===== src/verilog/acqtb_pkg.sv =====
// Summary of operation
// - Status word shows sample clock two level.
// - Host programs sample clock two period.
// - Delay counter loads host count, counts down.
// - Delay decrements once per sample clock period.
// - Qualified trigger event starts delay counter.
// - Delay reaching zero sets busy/done to done.
// - Status word shows trigger armed level.
// - Latch-only mode: latch write makes trigger.
// - Trigger event starts coarse interpolator.
// - Coarse counts master ticks until sample rise.
// - Coarse count final whenever done is shown.
// - Stopped run holds coarse interpolator cleared.
// - Stopped run holds fine interpolator cleared.
// - Fine interpolator stops at next master tick.
package acqtb_pkg;

	// System clock and master count clock rates in MHz.
	localparam int CLK_MHZ = 200;
	localparam int MASTER_MHZ = 40;
	// System cycles per master count clock tick.
	localparam int MCLK_DIV = CLK_MHZ / MASTER_MHZ;
	localparam int DIV_W = $clog2(MCLK_DIV);

	// Default sample clock two period in microseconds, and in master ticks.
	localparam int PERIOD_US_DEF = 400;
	localparam int PERIOD_TICKS_DEF = PERIOD_US_DEF * MASTER_MHZ;
	// Shortest period the generator can make, in master ticks.
	localparam int PERIOD_MIN = 2;

	// Widths of the bus and of the counters.
	localparam int ADDR_W = 8;
	localparam int DATA_W = 32;
	localparam int PER_W = 20;
	localparam int DLY_W = 16;
	localparam int FINE_W = 8;

	// Register byte addresses.
	localparam logic [ADDR_W-1:0] ADDR_CTRL = 8'h00;
	localparam logic [ADDR_W-1:0] ADDR_PERIOD = 8'h04;
	localparam logic [ADDR_W-1:0] ADDR_DELAY = 8'h08;
	localparam logic [ADDR_W-1:0] ADDR_LATCH = 8'h0C;
	localparam logic [ADDR_W-1:0] ADDR_STATUS = 8'h10;
	localparam logic [ADDR_W-1:0] ADDR_COARSE = 8'h14;
	localparam logic [ADDR_W-1:0] ADDR_FINE = 8'h18;
	localparam logic [ADDR_W-1:0] ADDR_INT_STAT = 8'h1C;
	localparam logic [ADDR_W-1:0] ADDR_INT_MASK = 8'h20;

	// Control register fields.
	localparam int CTRL_RUN = 0;
	localparam int CTRL_LATCH_SRC = 1;
	// Timebase status word fields.
	localparam int STAT_SCLK = 0;
	localparam int STAT_DONE = 1;
	localparam int STAT_ARMED = 2;
	localparam int STAT_RUN = 3;
	// Interrupt status and mask fields.
	localparam int INT_W = 2;
	localparam int INT_DONE = 0;
	localparam int INT_TRIG = 1;

	// Reset values.
	localparam logic [DLY_W-1:0] DELAY_RST = 16'h0000;
	localparam logic [INT_W-1:0] INT_MASK_RST = 2'h0;

	// Acquisition sequencer states.
	typedef enum logic [1:0] {
		ST_IDLE = 2'b00,
		ST_ARM = 2'b01,
		ST_DELAY = 2'b10,
		ST_DONE = 2'b11
	} acqtb_state_t;

	// One register bus request as the master presents it.
	typedef struct packed {
		logic wr;
		logic rd;
		logic [ADDR_W-1:0] addr;
		logic [DATA_W-1:0] wdata;
	} acqtb_bus_req_t;

	// Layout of the low bits of the timebase status word.
	typedef struct packed {
		logic run;
		logic armed;
		logic done;
		logic sclk;
	} acqtb_status_t;

endpackage


===== src/verilog/acqtb_top.sv =====
`timescale 1ns/1ps
module acqtb_top #(
	// Sample clock two period after reset, in master ticks.
	parameter int DEF_PERIOD_TICKS = acqtb_pkg::PERIOD_TICKS_DEF
) (
	input wire logic clk_sys,
	input wire logic rstn,
	input wire acqtb_pkg::acqtb_bus_req_t bus_req,
	output logic [acqtb_pkg::DATA_W-1:0] rd_data,
	input wire logic trigger_armed,
	input wire logic sync_trigger_pulse,
	output logic trigger_event_out,
	output logic sample_clock_two,
	output logic sample_clock_two_low,
	output logic acquisition_run_low,
	output logic irq
);

	localparam int PW = acqtb_pkg::PER_W;
	localparam int DW = acqtb_pkg::DLY_W;
	localparam int FW = acqtb_pkg::FINE_W;

	// Refuse a default period that the period register cannot hold.
	if (DEF_PERIOD_TICKS < acqtb_pkg::PERIOD_MIN ||
	    DEF_PERIOD_TICKS >= (1 << PW)) begin : g_chk
		$error("DEF_PERIOD_TICKS out of range");
	end

	// Software-visible control state.
	logic ctrl_run_r;
	logic ctrl_latch_r;
	logic [PW-1:0] period_r;
	logic [DW-1:0] delay_r;
	logic [acqtb_pkg::INT_W-1:0] int_stat_r;
	logic [acqtb_pkg::INT_W-1:0] int_mask_r;

	// Timebase state.
	logic [acqtb_pkg::DIV_W-1:0] div_r;
	logic mtick_r;
	logic [PW-1:0] sc_cnt_r;
	logic sc_lvl_r;
	logic sc_rise_r;
	logic run_prev_r;
	acqtb_pkg::acqtb_state_t state_r;
	logic [DW-1:0] dcnt_r;
	logic done_r;
	logic [PW-1:0] coarse_r;
	logic coarse_on_r;
	logic [FW-1:0] fine_r;
	logic fine_on_r;

	// Decoded strobes and events.
	logic latch_wr;
	logic run_start;
	logic trig_ev;
	logic done_set;
	logic [PW-1:0] period_eff;
	logic [PW-1:0] sc_cnt_nxt;
	logic [acqtb_pkg::DATA_W-1:0] rd_nxt;
	acqtb_pkg::acqtb_status_t stat;

	assign latch_wr = bus_req.wr && bus_req.addr == acqtb_pkg::ADDR_LATCH;
	assign run_start = ctrl_run_r && !run_prev_r;
	// Only one trigger per run is taken; later ones find the sequencer in ST_DELAY or ST_DONE.
	// qualified trigger select
	// The run bit is tested as well, so a stop written in the cycle before
	// a trigger refuses it instead of loading a sequencer that is leaving.
	assign trig_ev = ctrl_run_r && state_r == acqtb_pkg::ST_ARM &&
	                 trigger_armed &&
	                 (ctrl_latch_r ? latch_wr : sync_trigger_pulse);
	// Done waits for the coarse count to settle so a read after done is final.
	// done condition
	assign done_set = state_r == acqtb_pkg::ST_DELAY && dcnt_r == '0 &&
	                  !coarse_on_r;

	// Control registers written by the host.
	always_ff @(posedge clk_sys or negedge rstn) begin
		if (!rstn) begin
			ctrl_run_r <= 1'b0;
			ctrl_latch_r <= 1'b0;
			period_r <= PW'(DEF_PERIOD_TICKS);
			delay_r <= acqtb_pkg::DELAY_RST;
			int_mask_r <= acqtb_pkg::INT_MASK_RST;
		end else if (bus_req.wr) begin
			case (bus_req.addr)
				acqtb_pkg::ADDR_CTRL: begin
					ctrl_run_r <= bus_req.wdata[acqtb_pkg::CTRL_RUN];
					ctrl_latch_r <= bus_req.wdata[acqtb_pkg::CTRL_LATCH_SRC];
				end
				acqtb_pkg::ADDR_PERIOD: begin
					period_r <= bus_req.wdata[PW-1:0];
				end
				acqtb_pkg::ADDR_DELAY: begin
					delay_r <= bus_req.wdata[DW-1:0];
				end
				acqtb_pkg::ADDR_INT_MASK: begin
					int_mask_r <= bus_req.wdata[acqtb_pkg::INT_W-1:0];
				end
				default: begin
				end
			endcase
		end
	end

	// Master count clock: a one-cycle tick every MCLK_DIV system cycles.
	always_ff @(posedge clk_sys or negedge rstn) begin
		if (!rstn) begin
			div_r <= '0;
			mtick_r <= 1'b0;
		end else if (div_r == acqtb_pkg::DIV_W'(acqtb_pkg::MCLK_DIV - 1)) begin
			div_r <= '0;
			mtick_r <= 1'b1;
		end else begin
			div_r <= div_r + 1'b1;
			mtick_r <= 1'b0;
		end
	end

	// Periods below the minimum would leave no high phase, so they are raised.
	assign period_eff = (period_r < PW'(acqtb_pkg::PERIOD_MIN)) ?
	                    PW'(acqtb_pkg::PERIOD_MIN) : period_r;
	assign sc_cnt_nxt = (sc_cnt_r >= period_eff - 1'b1) ? '0 :
	                    sc_cnt_r + 1'b1;

	// Sample clock two runs free so the host can poll it even when stopped;
	// it is high for the first period/2 master ticks of each period, rounded down.
	// sample clock generator
	always_ff @(posedge clk_sys or negedge rstn) begin
		if (!rstn) begin
			sc_cnt_r <= '0;
			sc_lvl_r <= 1'b0;
			sc_rise_r <= 1'b0;
		end else if (mtick_r) begin
			sc_cnt_r <= sc_cnt_nxt;
			sc_lvl_r <= sc_cnt_nxt < (period_eff >> 1);
			sc_rise_r <= sc_cnt_nxt == '0;
		end else begin
			sc_rise_r <= 1'b0;
		end
	end

	// Run edge detector.
	always_ff @(posedge clk_sys or negedge rstn) begin
		if (!rstn) begin
			run_prev_r <= 1'b0;
		end else begin
			run_prev_r <= ctrl_run_r;
		end
	end

	// Acquisition sequencer; stopping the run returns it to idle at once.
	always_ff @(posedge clk_sys or negedge rstn) begin
		if (!rstn) begin
			state_r <= acqtb_pkg::ST_IDLE;
		end else if (!ctrl_run_r) begin
			state_r <= acqtb_pkg::ST_IDLE;
		end else begin
			case (state_r)
				acqtb_pkg::ST_IDLE: begin
					if (run_start) begin
						state_r <= acqtb_pkg::ST_ARM;
					end
				end
				acqtb_pkg::ST_ARM: begin
					if (trig_ev) begin
						state_r <= acqtb_pkg::ST_DELAY;
					end
				end
				acqtb_pkg::ST_DELAY: begin
					if (done_set) begin
						state_r <= acqtb_pkg::ST_DONE;
					end
				end
				acqtb_pkg::ST_DONE: begin
				end
				default: begin
					state_r <= acqtb_pkg::ST_IDLE;
				end
			endcase
		end
	end

	// Post-trigger delay counter, loaded on the trigger event.
	always_ff @(posedge clk_sys or negedge rstn) begin
		if (!rstn) begin
			dcnt_r <= '0;
		end else if (trig_ev) begin
			dcnt_r <= delay_r;
		end else if (state_r == acqtb_pkg::ST_DELAY && sc_rise_r &&
		             dcnt_r != '0) begin
			dcnt_r <= dcnt_r - 1'b1;
		end
	end

	// Busy/done flag: busy from each run start until the delay ends.
	always_ff @(posedge clk_sys or negedge rstn) begin
		if (!rstn) begin
			done_r <= 1'b0;
		end else if (run_start) begin
			done_r <= 1'b0;
		end else if (done_set) begin
			done_r <= 1'b1;
		end
	end

	// Coarse interpolator: master ticks from trigger to next sample rise.
	// The rise pulse lags a tick by one cycle, so the two never coincide.
	always_ff @(posedge clk_sys or negedge rstn) begin
		if (!rstn) begin
			coarse_r <= '0;
			coarse_on_r <= 1'b0;
		end else if (!ctrl_run_r) begin
			coarse_r <= '0;
			coarse_on_r <= 1'b0;
		end else if (trig_ev) begin
			coarse_r <= '0;
			coarse_on_r <= 1'b1;
		end else if (coarse_on_r) begin
			if (sc_rise_r) begin
				coarse_on_r <= 1'b0;
			end else if (mtick_r) begin
				coarse_r <= coarse_r + 1'b1;
			end
		end
	end

	// Fine interpolator: system cycles from trigger to next master tick.
	always_ff @(posedge clk_sys or negedge rstn) begin
		if (!rstn) begin
			fine_r <= '0;
			fine_on_r <= 1'b0;
		end else if (!ctrl_run_r) begin
			fine_r <= '0;
			fine_on_r <= 1'b0;
		end else if (trig_ev) begin
			fine_r <= '0;
			fine_on_r <= 1'b1;
		end else if (fine_on_r) begin
			if (mtick_r) begin
				fine_on_r <= 1'b0;
			end else begin
				fine_r <= fine_r + 1'b1;
			end
		end
	end

	// Sticky interrupt status; a new event wins over a same-cycle clear.
	always_ff @(posedge clk_sys or negedge rstn) begin
		if (!rstn) begin
			int_stat_r <= '0;
		end else begin
			for (int i = 0; i < acqtb_pkg::INT_W; i++) begin
				if ((i == acqtb_pkg::INT_DONE && done_set) ||
				    (i == acqtb_pkg::INT_TRIG && trig_ev)) begin
					int_stat_r[i] <= 1'b1;
				end else if (bus_req.wr &&
				             bus_req.addr == acqtb_pkg::ADDR_INT_STAT &&
				             bus_req.wdata[i]) begin
					int_stat_r[i] <= 1'b0;
				end
			end
		end
	end

	// Status word as the host sees it.
	// status bits
	assign stat = '{run: ctrl_run_r, armed: trigger_armed, done: done_r,
	                sclk: sc_lvl_r};

	// Read mux; unmapped addresses and idle cycles read as zero.
	always_comb begin
		rd_nxt = '0;
		if (bus_req.rd) begin
			case (bus_req.addr)
				acqtb_pkg::ADDR_CTRL: begin
					rd_nxt[acqtb_pkg::CTRL_RUN] = ctrl_run_r;
					rd_nxt[acqtb_pkg::CTRL_LATCH_SRC] = ctrl_latch_r;
				end
				acqtb_pkg::ADDR_PERIOD: rd_nxt[PW-1:0] = period_r;
				acqtb_pkg::ADDR_DELAY: rd_nxt[DW-1:0] = delay_r;
				acqtb_pkg::ADDR_STATUS: rd_nxt[3:0] = stat;
				acqtb_pkg::ADDR_COARSE: rd_nxt[PW-1:0] = coarse_r;
				acqtb_pkg::ADDR_FINE: rd_nxt[FW-1:0] = fine_r;
				acqtb_pkg::ADDR_INT_STAT: rd_nxt[1:0] = int_stat_r;
				acqtb_pkg::ADDR_INT_MASK: rd_nxt[1:0] = int_mask_r;
				default: rd_nxt = '0;
			endcase
		end
	end

	// Registered outputs.
	always_ff @(posedge clk_sys or negedge rstn) begin
		if (!rstn) begin
			rd_data <= '0;
			trigger_event_out <= 1'b0;
			sample_clock_two <= 1'b0;
			sample_clock_two_low <= 1'b1;
			acquisition_run_low <= 1'b1;
			irq <= 1'b0;
		end else begin
			rd_data <= rd_nxt;
			trigger_event_out <= trig_ev;
			sample_clock_two <= sc_lvl_r;
			sample_clock_two_low <= !sc_lvl_r;
			acquisition_run_low <= !ctrl_run_r;
			irq <= |(int_stat_r & int_mask_r);
		end
	end

	// Checks on the behaviour above.
	property p_sclk_status;
		@(posedge clk_sys) disable iff (!rstn)
		bus_req.rd && bus_req.addr == acqtb_pkg::ADDR_STATUS |=>
		rd_data[acqtb_pkg::STAT_SCLK] == $past(sc_lvl_r);
	endproperty
	a_sclk_status: assert property (p_sclk_status)
		else $error("sclk bit wrong");

	property p_period_wrap;
		@(posedge clk_sys) disable iff (!rstn)
		mtick_r && sc_cnt_r >= period_eff - 1'b1 |=> sc_rise_r ##1 !sc_rise_r;
	endproperty
	a_period_wrap: assert property (p_period_wrap)
		else $error("no rise at wrap");

	property p_load;
		@(posedge clk_sys) disable iff (!rstn)
		trig_ev |=> dcnt_r == $past(delay_r) &&
		state_r == acqtb_pkg::ST_DELAY;
	endproperty
	a_load: assert property (p_load)
		else $error("delay not loaded");

	property p_dec;
		@(posedge clk_sys) disable iff (!rstn)
		ctrl_run_r && state_r == acqtb_pkg::ST_DELAY && sc_rise_r &&
		dcnt_r != '0 |=> dcnt_r == $past(dcnt_r) - 1'b1;
	endproperty
	a_dec: assert property (p_dec)
		else $error("delay step wrong");

	property p_done;
		@(posedge clk_sys) disable iff (!rstn)
		done_set && ctrl_run_r |=> done_r && state_r == acqtb_pkg::ST_DONE;
	endproperty
	a_done: assert property (p_done)
		else $error("done not set");

	property p_armed;
		@(posedge clk_sys) disable iff (!rstn)
		bus_req.rd && bus_req.addr == acqtb_pkg::ADDR_STATUS |=>
		rd_data[acqtb_pkg::STAT_ARMED] == $past(trigger_armed);
	endproperty
	a_armed: assert property (p_armed)
		else $error("armed bit wrong");

	property p_latch;
		@(posedge clk_sys) disable iff (!rstn)
		state_r == acqtb_pkg::ST_ARM && ctrl_run_r && ctrl_latch_r &&
		trigger_armed && latch_wr |=> trigger_event_out;
	endproperty
	a_latch: assert property (p_latch)
		else $error("latch no trigger");

	property p_coarse_start;
		@(posedge clk_sys) disable iff (!rstn)
		trig_ev && ctrl_run_r |=> coarse_on_r && coarse_r == '0;
	endproperty
	a_coarse_start: assert property (p_coarse_start)
		else $error("no start");

	property p_coarse_stop;
		@(posedge clk_sys) disable iff (!rstn)
		ctrl_run_r && coarse_on_r && sc_rise_r |=>
		!coarse_on_r && $stable(coarse_r);
	endproperty
	a_coarse_stop: assert property (p_coarse_stop)
		else $error("no stop");

	property p_final;
		@(posedge clk_sys) disable iff (!rstn)
		done_r |-> !coarse_on_r;
	endproperty
	a_final: assert property (p_final)
		else $error("coarse not final");

	property p_stop_clear;
		@(posedge clk_sys) disable iff (!rstn)
		!ctrl_run_r |=> coarse_r == '0 && fine_r == '0;
	endproperty
	a_stop_clear: assert property (p_stop_clear)
		else $error("not clear");

	property p_fine_stop;
		@(posedge clk_sys) disable iff (!rstn)
		fine_on_r && mtick_r |=> !fine_on_r [*2];
	endproperty
	a_fine_stop: assert property (p_fine_stop)
		else $error("fine runs on");

	property p_busy;
		@(posedge clk_sys) disable iff (!rstn)
		run_start |=> !done_r && state_r == acqtb_pkg::ST_ARM;
	endproperty
	a_busy: assert property (p_busy)
		else $error("not busy at start");

	property p_cov_trig;
		@(posedge clk_sys) disable iff (!rstn) trig_ev && ctrl_latch_r;
	endproperty
	c_trig: cover property (p_cov_trig);

	property p_cov_done;
		@(posedge clk_sys) disable iff (!rstn) done_set ##1 irq [*2];
	endproperty
	c_done: cover property (p_cov_done);

	property p_cov_stop;
		@(posedge clk_sys) disable iff (!rstn)
		state_r == acqtb_pkg::ST_DELAY ##1 !ctrl_run_r;
	endproperty
	c_stop: cover property (p_cov_stop);

endmodule

===== config.mk =====
export PLATFORM = sky130hd
export DESIGN_NAME = acqtb_top
export DESIGN_NICKNAME = d
export VERILOG_FILES = /design/src/verilog/acqtb_pkg.sv /design/src/verilog/acqtb_top.sv
export SDC_FILE = /design/constraint.sdc
export NUM_CORES = 1
export LEC_CHECK = 0
export BUFFER_PORTS_ARGS = -buffer_cell sky130_fd_sc_hd__buf_2
export CORE_MARGIN = 5
export CORE_UTILIZATION = 40
export CTS_CLUSTER_SIZE = 24
export DETAILED_ROUTE_END_ITERATION = 8
export MAX_ROUTING_LAYER = met4
export PLACE_DENSITY = 0.69
export SLEW_MARGIN = 20
export SYNTH_ARGS = -nofsm -noshare
export SYNTH_HDL_FRONTEND = slang
export SYNTH_SLANG_ARGS = --single-unit
export TNS_END_PERCENT = 100

===== constraint.sdc =====
create_clock -name clk_sys -period 13.6 [get_ports clk_sys]
set_clock_uncertainty 0.05 [all_clocks]
set_input_delay 2.04 -clock clk_sys [delete_from_list [all_inputs] [get_ports clk_sys]]
set_output_delay 2.04 -clock clk_sys [all_outputs]
set_load 0.01 [all_outputs]

==> out/results.env <==
OUTCOME='finished, final reports clean'
MULTI_INPUT_AREA_SQ_MM=0.004639
TIMING.FINAL.CRIT_PERIOD_NS=6.256
DRT.ANTENNA.VIOLATING_NETS=0
LEAKAGE_nW=4.111
POST-SYNTH-TOP-AREA-FRACTION=0.3927
YOSYS.CELL_COUNT.TOP_TYPE='dfrtp_1'
AREA.GROWTH.SYNTH_TO_FINAL_PCT=12.38
PORT_BUFFERS=58
HOLD_PATH.STARTPOINT='sc_lvl_r'
SYNTHTOPCELLSBYAREA='dfrtp_1 (39%), ha_1 (7.0%), mux2_2 (5.6%)'
SYN-INSTANCE-COUNT=881
HOLD_PATH_DEPTH=0
POSTCTSSETUPBUFFERS=0
INITIAL_UTILIZATION=0.4080
CTSHTREEMAXLEVEL=4
SYNTH_FF_TYPE='dfrtp_1'
YS_SEQ_ELEMENTS=143
WORST-R2R-SETUP-SLACK_NS=7.34
REPORT.FINAL.HOLD_VIOL_COUNT=0
ROW_COUNT=53
CLKSLEWWORSTSETUPHOLDPATHS_NS=0.06
CP.REQUIRED_NS=13.84
GRT_START_MAX_NET_PINS=85
MIN-DELAY-PATH-CLASS='flop to flop'
DESIGN.DIE.AREA_SQ_MM=0.02454
LAYOUT-DRIVE-GT1-SHARE=0.1902
MAXSLEWHEADROOM=0.2833
CTS.ROOT.BUFFER_CELL='clkbuf_16'
FMAX_MHz=159.8
STARTPOINT_TYPE='flop'
SYN-CELL-AREA_SQ_MM=0.008603
CORE_REGION_AREA_SQ_MM=0.02109
POST-ROUTE-PERIOD-UTIL=0.4600
CRITICAL_PATH_CLASS='flop to flop'
SYNTHESIS.YOSYS.WARNINGS=0
TOTAL_NETS_FINAL=1017
SYNTH_LARGEST_AREA_CELL='dfrtp_1'
ANTENNA_FOUND_INITIAL=0
CRIT_END_CATEGORY='flop'
DRC=0
PWR_DENS_mW_PER_MM2=117.5
DETAILEDROUTE.FIRSTITERATIONVIOLATIONS=528
ANTENNA_CELLS=0
FIN_TNS_SETUP_NS=0
DIEHEIGHT_UM=156.7
GR-USAGE-ALL-LAYERS=0.1811
CLOCK_INSERTION_DELAY_WORST_SKEW_NS=0.42
GRT_SETUP_UNREPAIRED='no'
YS_SEQ_AREA_FRAC=0.4171
GRT_FIRST_PASS_WIRELENGTH_UM=34650
GP_ROUTABILITY_CONGESTION=0.8727
VIAS=6731
WORST-SLEW-PIN-TRANSITION_NS=1.067
TIMING.HOLD.WS_NS=0.4049
FINALSETUPVIOLCOUNT=0
DETAIL_ROUTE.FIRST_PASS.ITERATIONS=7
REG2REG_FROM='period_r[14]'
CTS_TREE='yes'
CRITICAL_PATH_ARRIVAL_NS=6.50
SYNTH_CELL_TYPES=72
VDD.IR_DROP.WORST_uV=99.67
NUMCLOCKSINKS=143
SYNTH_ENABLE_FLOP_CELLS=0
WORST-PATH-MAX-FANOUT=40
WL_PER_CELL_UM=17.09
CTS_HOLD_BUF=0
FILLER_CELL_COUNT=1988
CAP_VIOL_MAX_COUNT=0
HOLD_PATH_END='sample_clock_two'
WL_UM=20700
GLOBALROUTE.TOTALOVERFLOW=0
CTS_MADE_BUFFERS=17
SEQUENTIAL_CELL_AREA_SQ_MM=0.003588
CLOCKBUFFERDEPTH=2
WORST_R2R_PATH_CELLS=22
IO_PINS=83
CHIPWIDTH_UM=156.7
FIRST_GLOBAL_VIAS=6680
CTS_RESIZED=0
SYNTH.AVG_CELL_AREA_SQ_UM=9.765
DRV_SLEW=0
WORSTREG2REGEND='sc_lvl_r'
FINAL_CORE_UTIL=0.4585
POSTSYNTH.ASYNCRESETSHARE=1.000
SYNTHTOPCELLSBYCOUNT='dfrtp_1 (135), nor2_1 (92), nand2_1 (56)'
VIA_TO_CELL_RATIO=5.558
POST_DP_HPWL_UM=14880
[placed cells by master, fill, tap and decap left out, drive strengths merged, types with 7 or more instances in the layout]
cell type,instances
a21oi,25
a222oi,12
a22o,17
a22oi,7
and3,10
buf,65
clkbuf,20
conb,12
dfrtp,135
dfstp,8
ha,48
inv,45
mux2,43
nand2,58
nand2b,9
nand3,40
nand4,24
nor2,94
nor2b,14
nor3,30
nor4,12
o21a,7
o21ai,41
o31ai,7
xnor2,42
xor2,34
[worst max-delay path by stage]
stage	from	endpoint
4_1_cts	period_r[14]	sc_lvl_r
5_1_grt	period_r[14]	sc_lvl_r
3_3_place_gp	period_r[14]	sc_lvl_r
3_5_place_dp	period_r[14]	sc_lvl_r
2_1_floorplan	period_r[8]	sc_lvl_r
6_report	period_r[14]	sc_lvl_r
[worst max-delay path, stage by stage, from the launching register on]
cell,delay [ns]
dfrtp_1,0.44
or4_4,0.59
nor4_2,0.35
nand4_4,0.22
o21ai_0,0.28
ha_1,0.34
nand2_1,0.13
nor3_1,0.20
xnor2_1,0.13
ha_1,0.31
nand2_1,0.06
o21a_1,0.22
a2111o_1,0.39
o2111ai_2,0.16
buf_4,0.40
nor2_1,0.13
ha_1,0.34
nand4_1,0.12
nor4_1,0.58
o211ai_1,0.20
nand2b_1,0.18
a21oi_1,0.18
o32ai_2,0.12
[power by group]
group,switching [W],internal [W]
logic,0.000111,0.0000879
registers,0.0000236,0.000443
clock network,0.000190,0.000281
[state kept, by name, indices dropped and copies added, names as in the netlist, 2 cells and up]
signal      flops
div_r           3
fine_r          8
sc_cnt_r       20
coarse_r       20
dcnt_r         16
int_mask_r      2
state_r         2
int_stat_r      2
rd_data        20
period_r       20
delay_r        16
[metrics by stage]
step / std cells / setup WS [ns] / instance area [sq um] / power, W
2_1_floorplan: 892 / 8.215 / 8645 / 0.0006165
3_3_place_gp: 1179 / 7.495 / 9071 / 0.0006643
3_5_place_dp: 1179 / 7.483 / 9071 / 0.0006701
4_1_cts: 1211 / 7.413 / 9661 / 0.001145
5_1_grt: 1211 / 6.992 / 9668 / 0.001190
6_report: 1211 / 7.344 / 9668 / 0.001136
[cells by family (layout without fill, tap and decap cells)]
group           after synthesis  in the layout  synth area share
mux                          49             49           0.06326
other cells                   1             12         0.0004359
flops                       143            143            0.4171
buf+inv                      95            139           0.05032
compound gates              151            151            0.1235
simple gates                318            318            0.1982
fa+ha+maj                    48             48           0.06981
xor+xnor                     76             76           0.07737
[routing by layer]
layer  routed length (um)  track usage  vias up
met1                 9830       0.2555     3322
met3                 1042      0.02987       27
li1                     -            -     3217
met4                  350      0.05950        0
met2                 9477       0.2659      165
met5                    0            -        -
[final cells by class]
cell class | instances | share of cell area
clock inverter | 12 | 0.01372
tap | 275 | 0.03559
clock buffer | 20 | 0.04724
inverter | 42 | 0.01631
sequential | 143 | 0.3712
timing repair buffer | 65 | 0.03611
multi-input combinational | 654 | 0.4799
No activity file was read; power rests on OpenSTA's default activity.
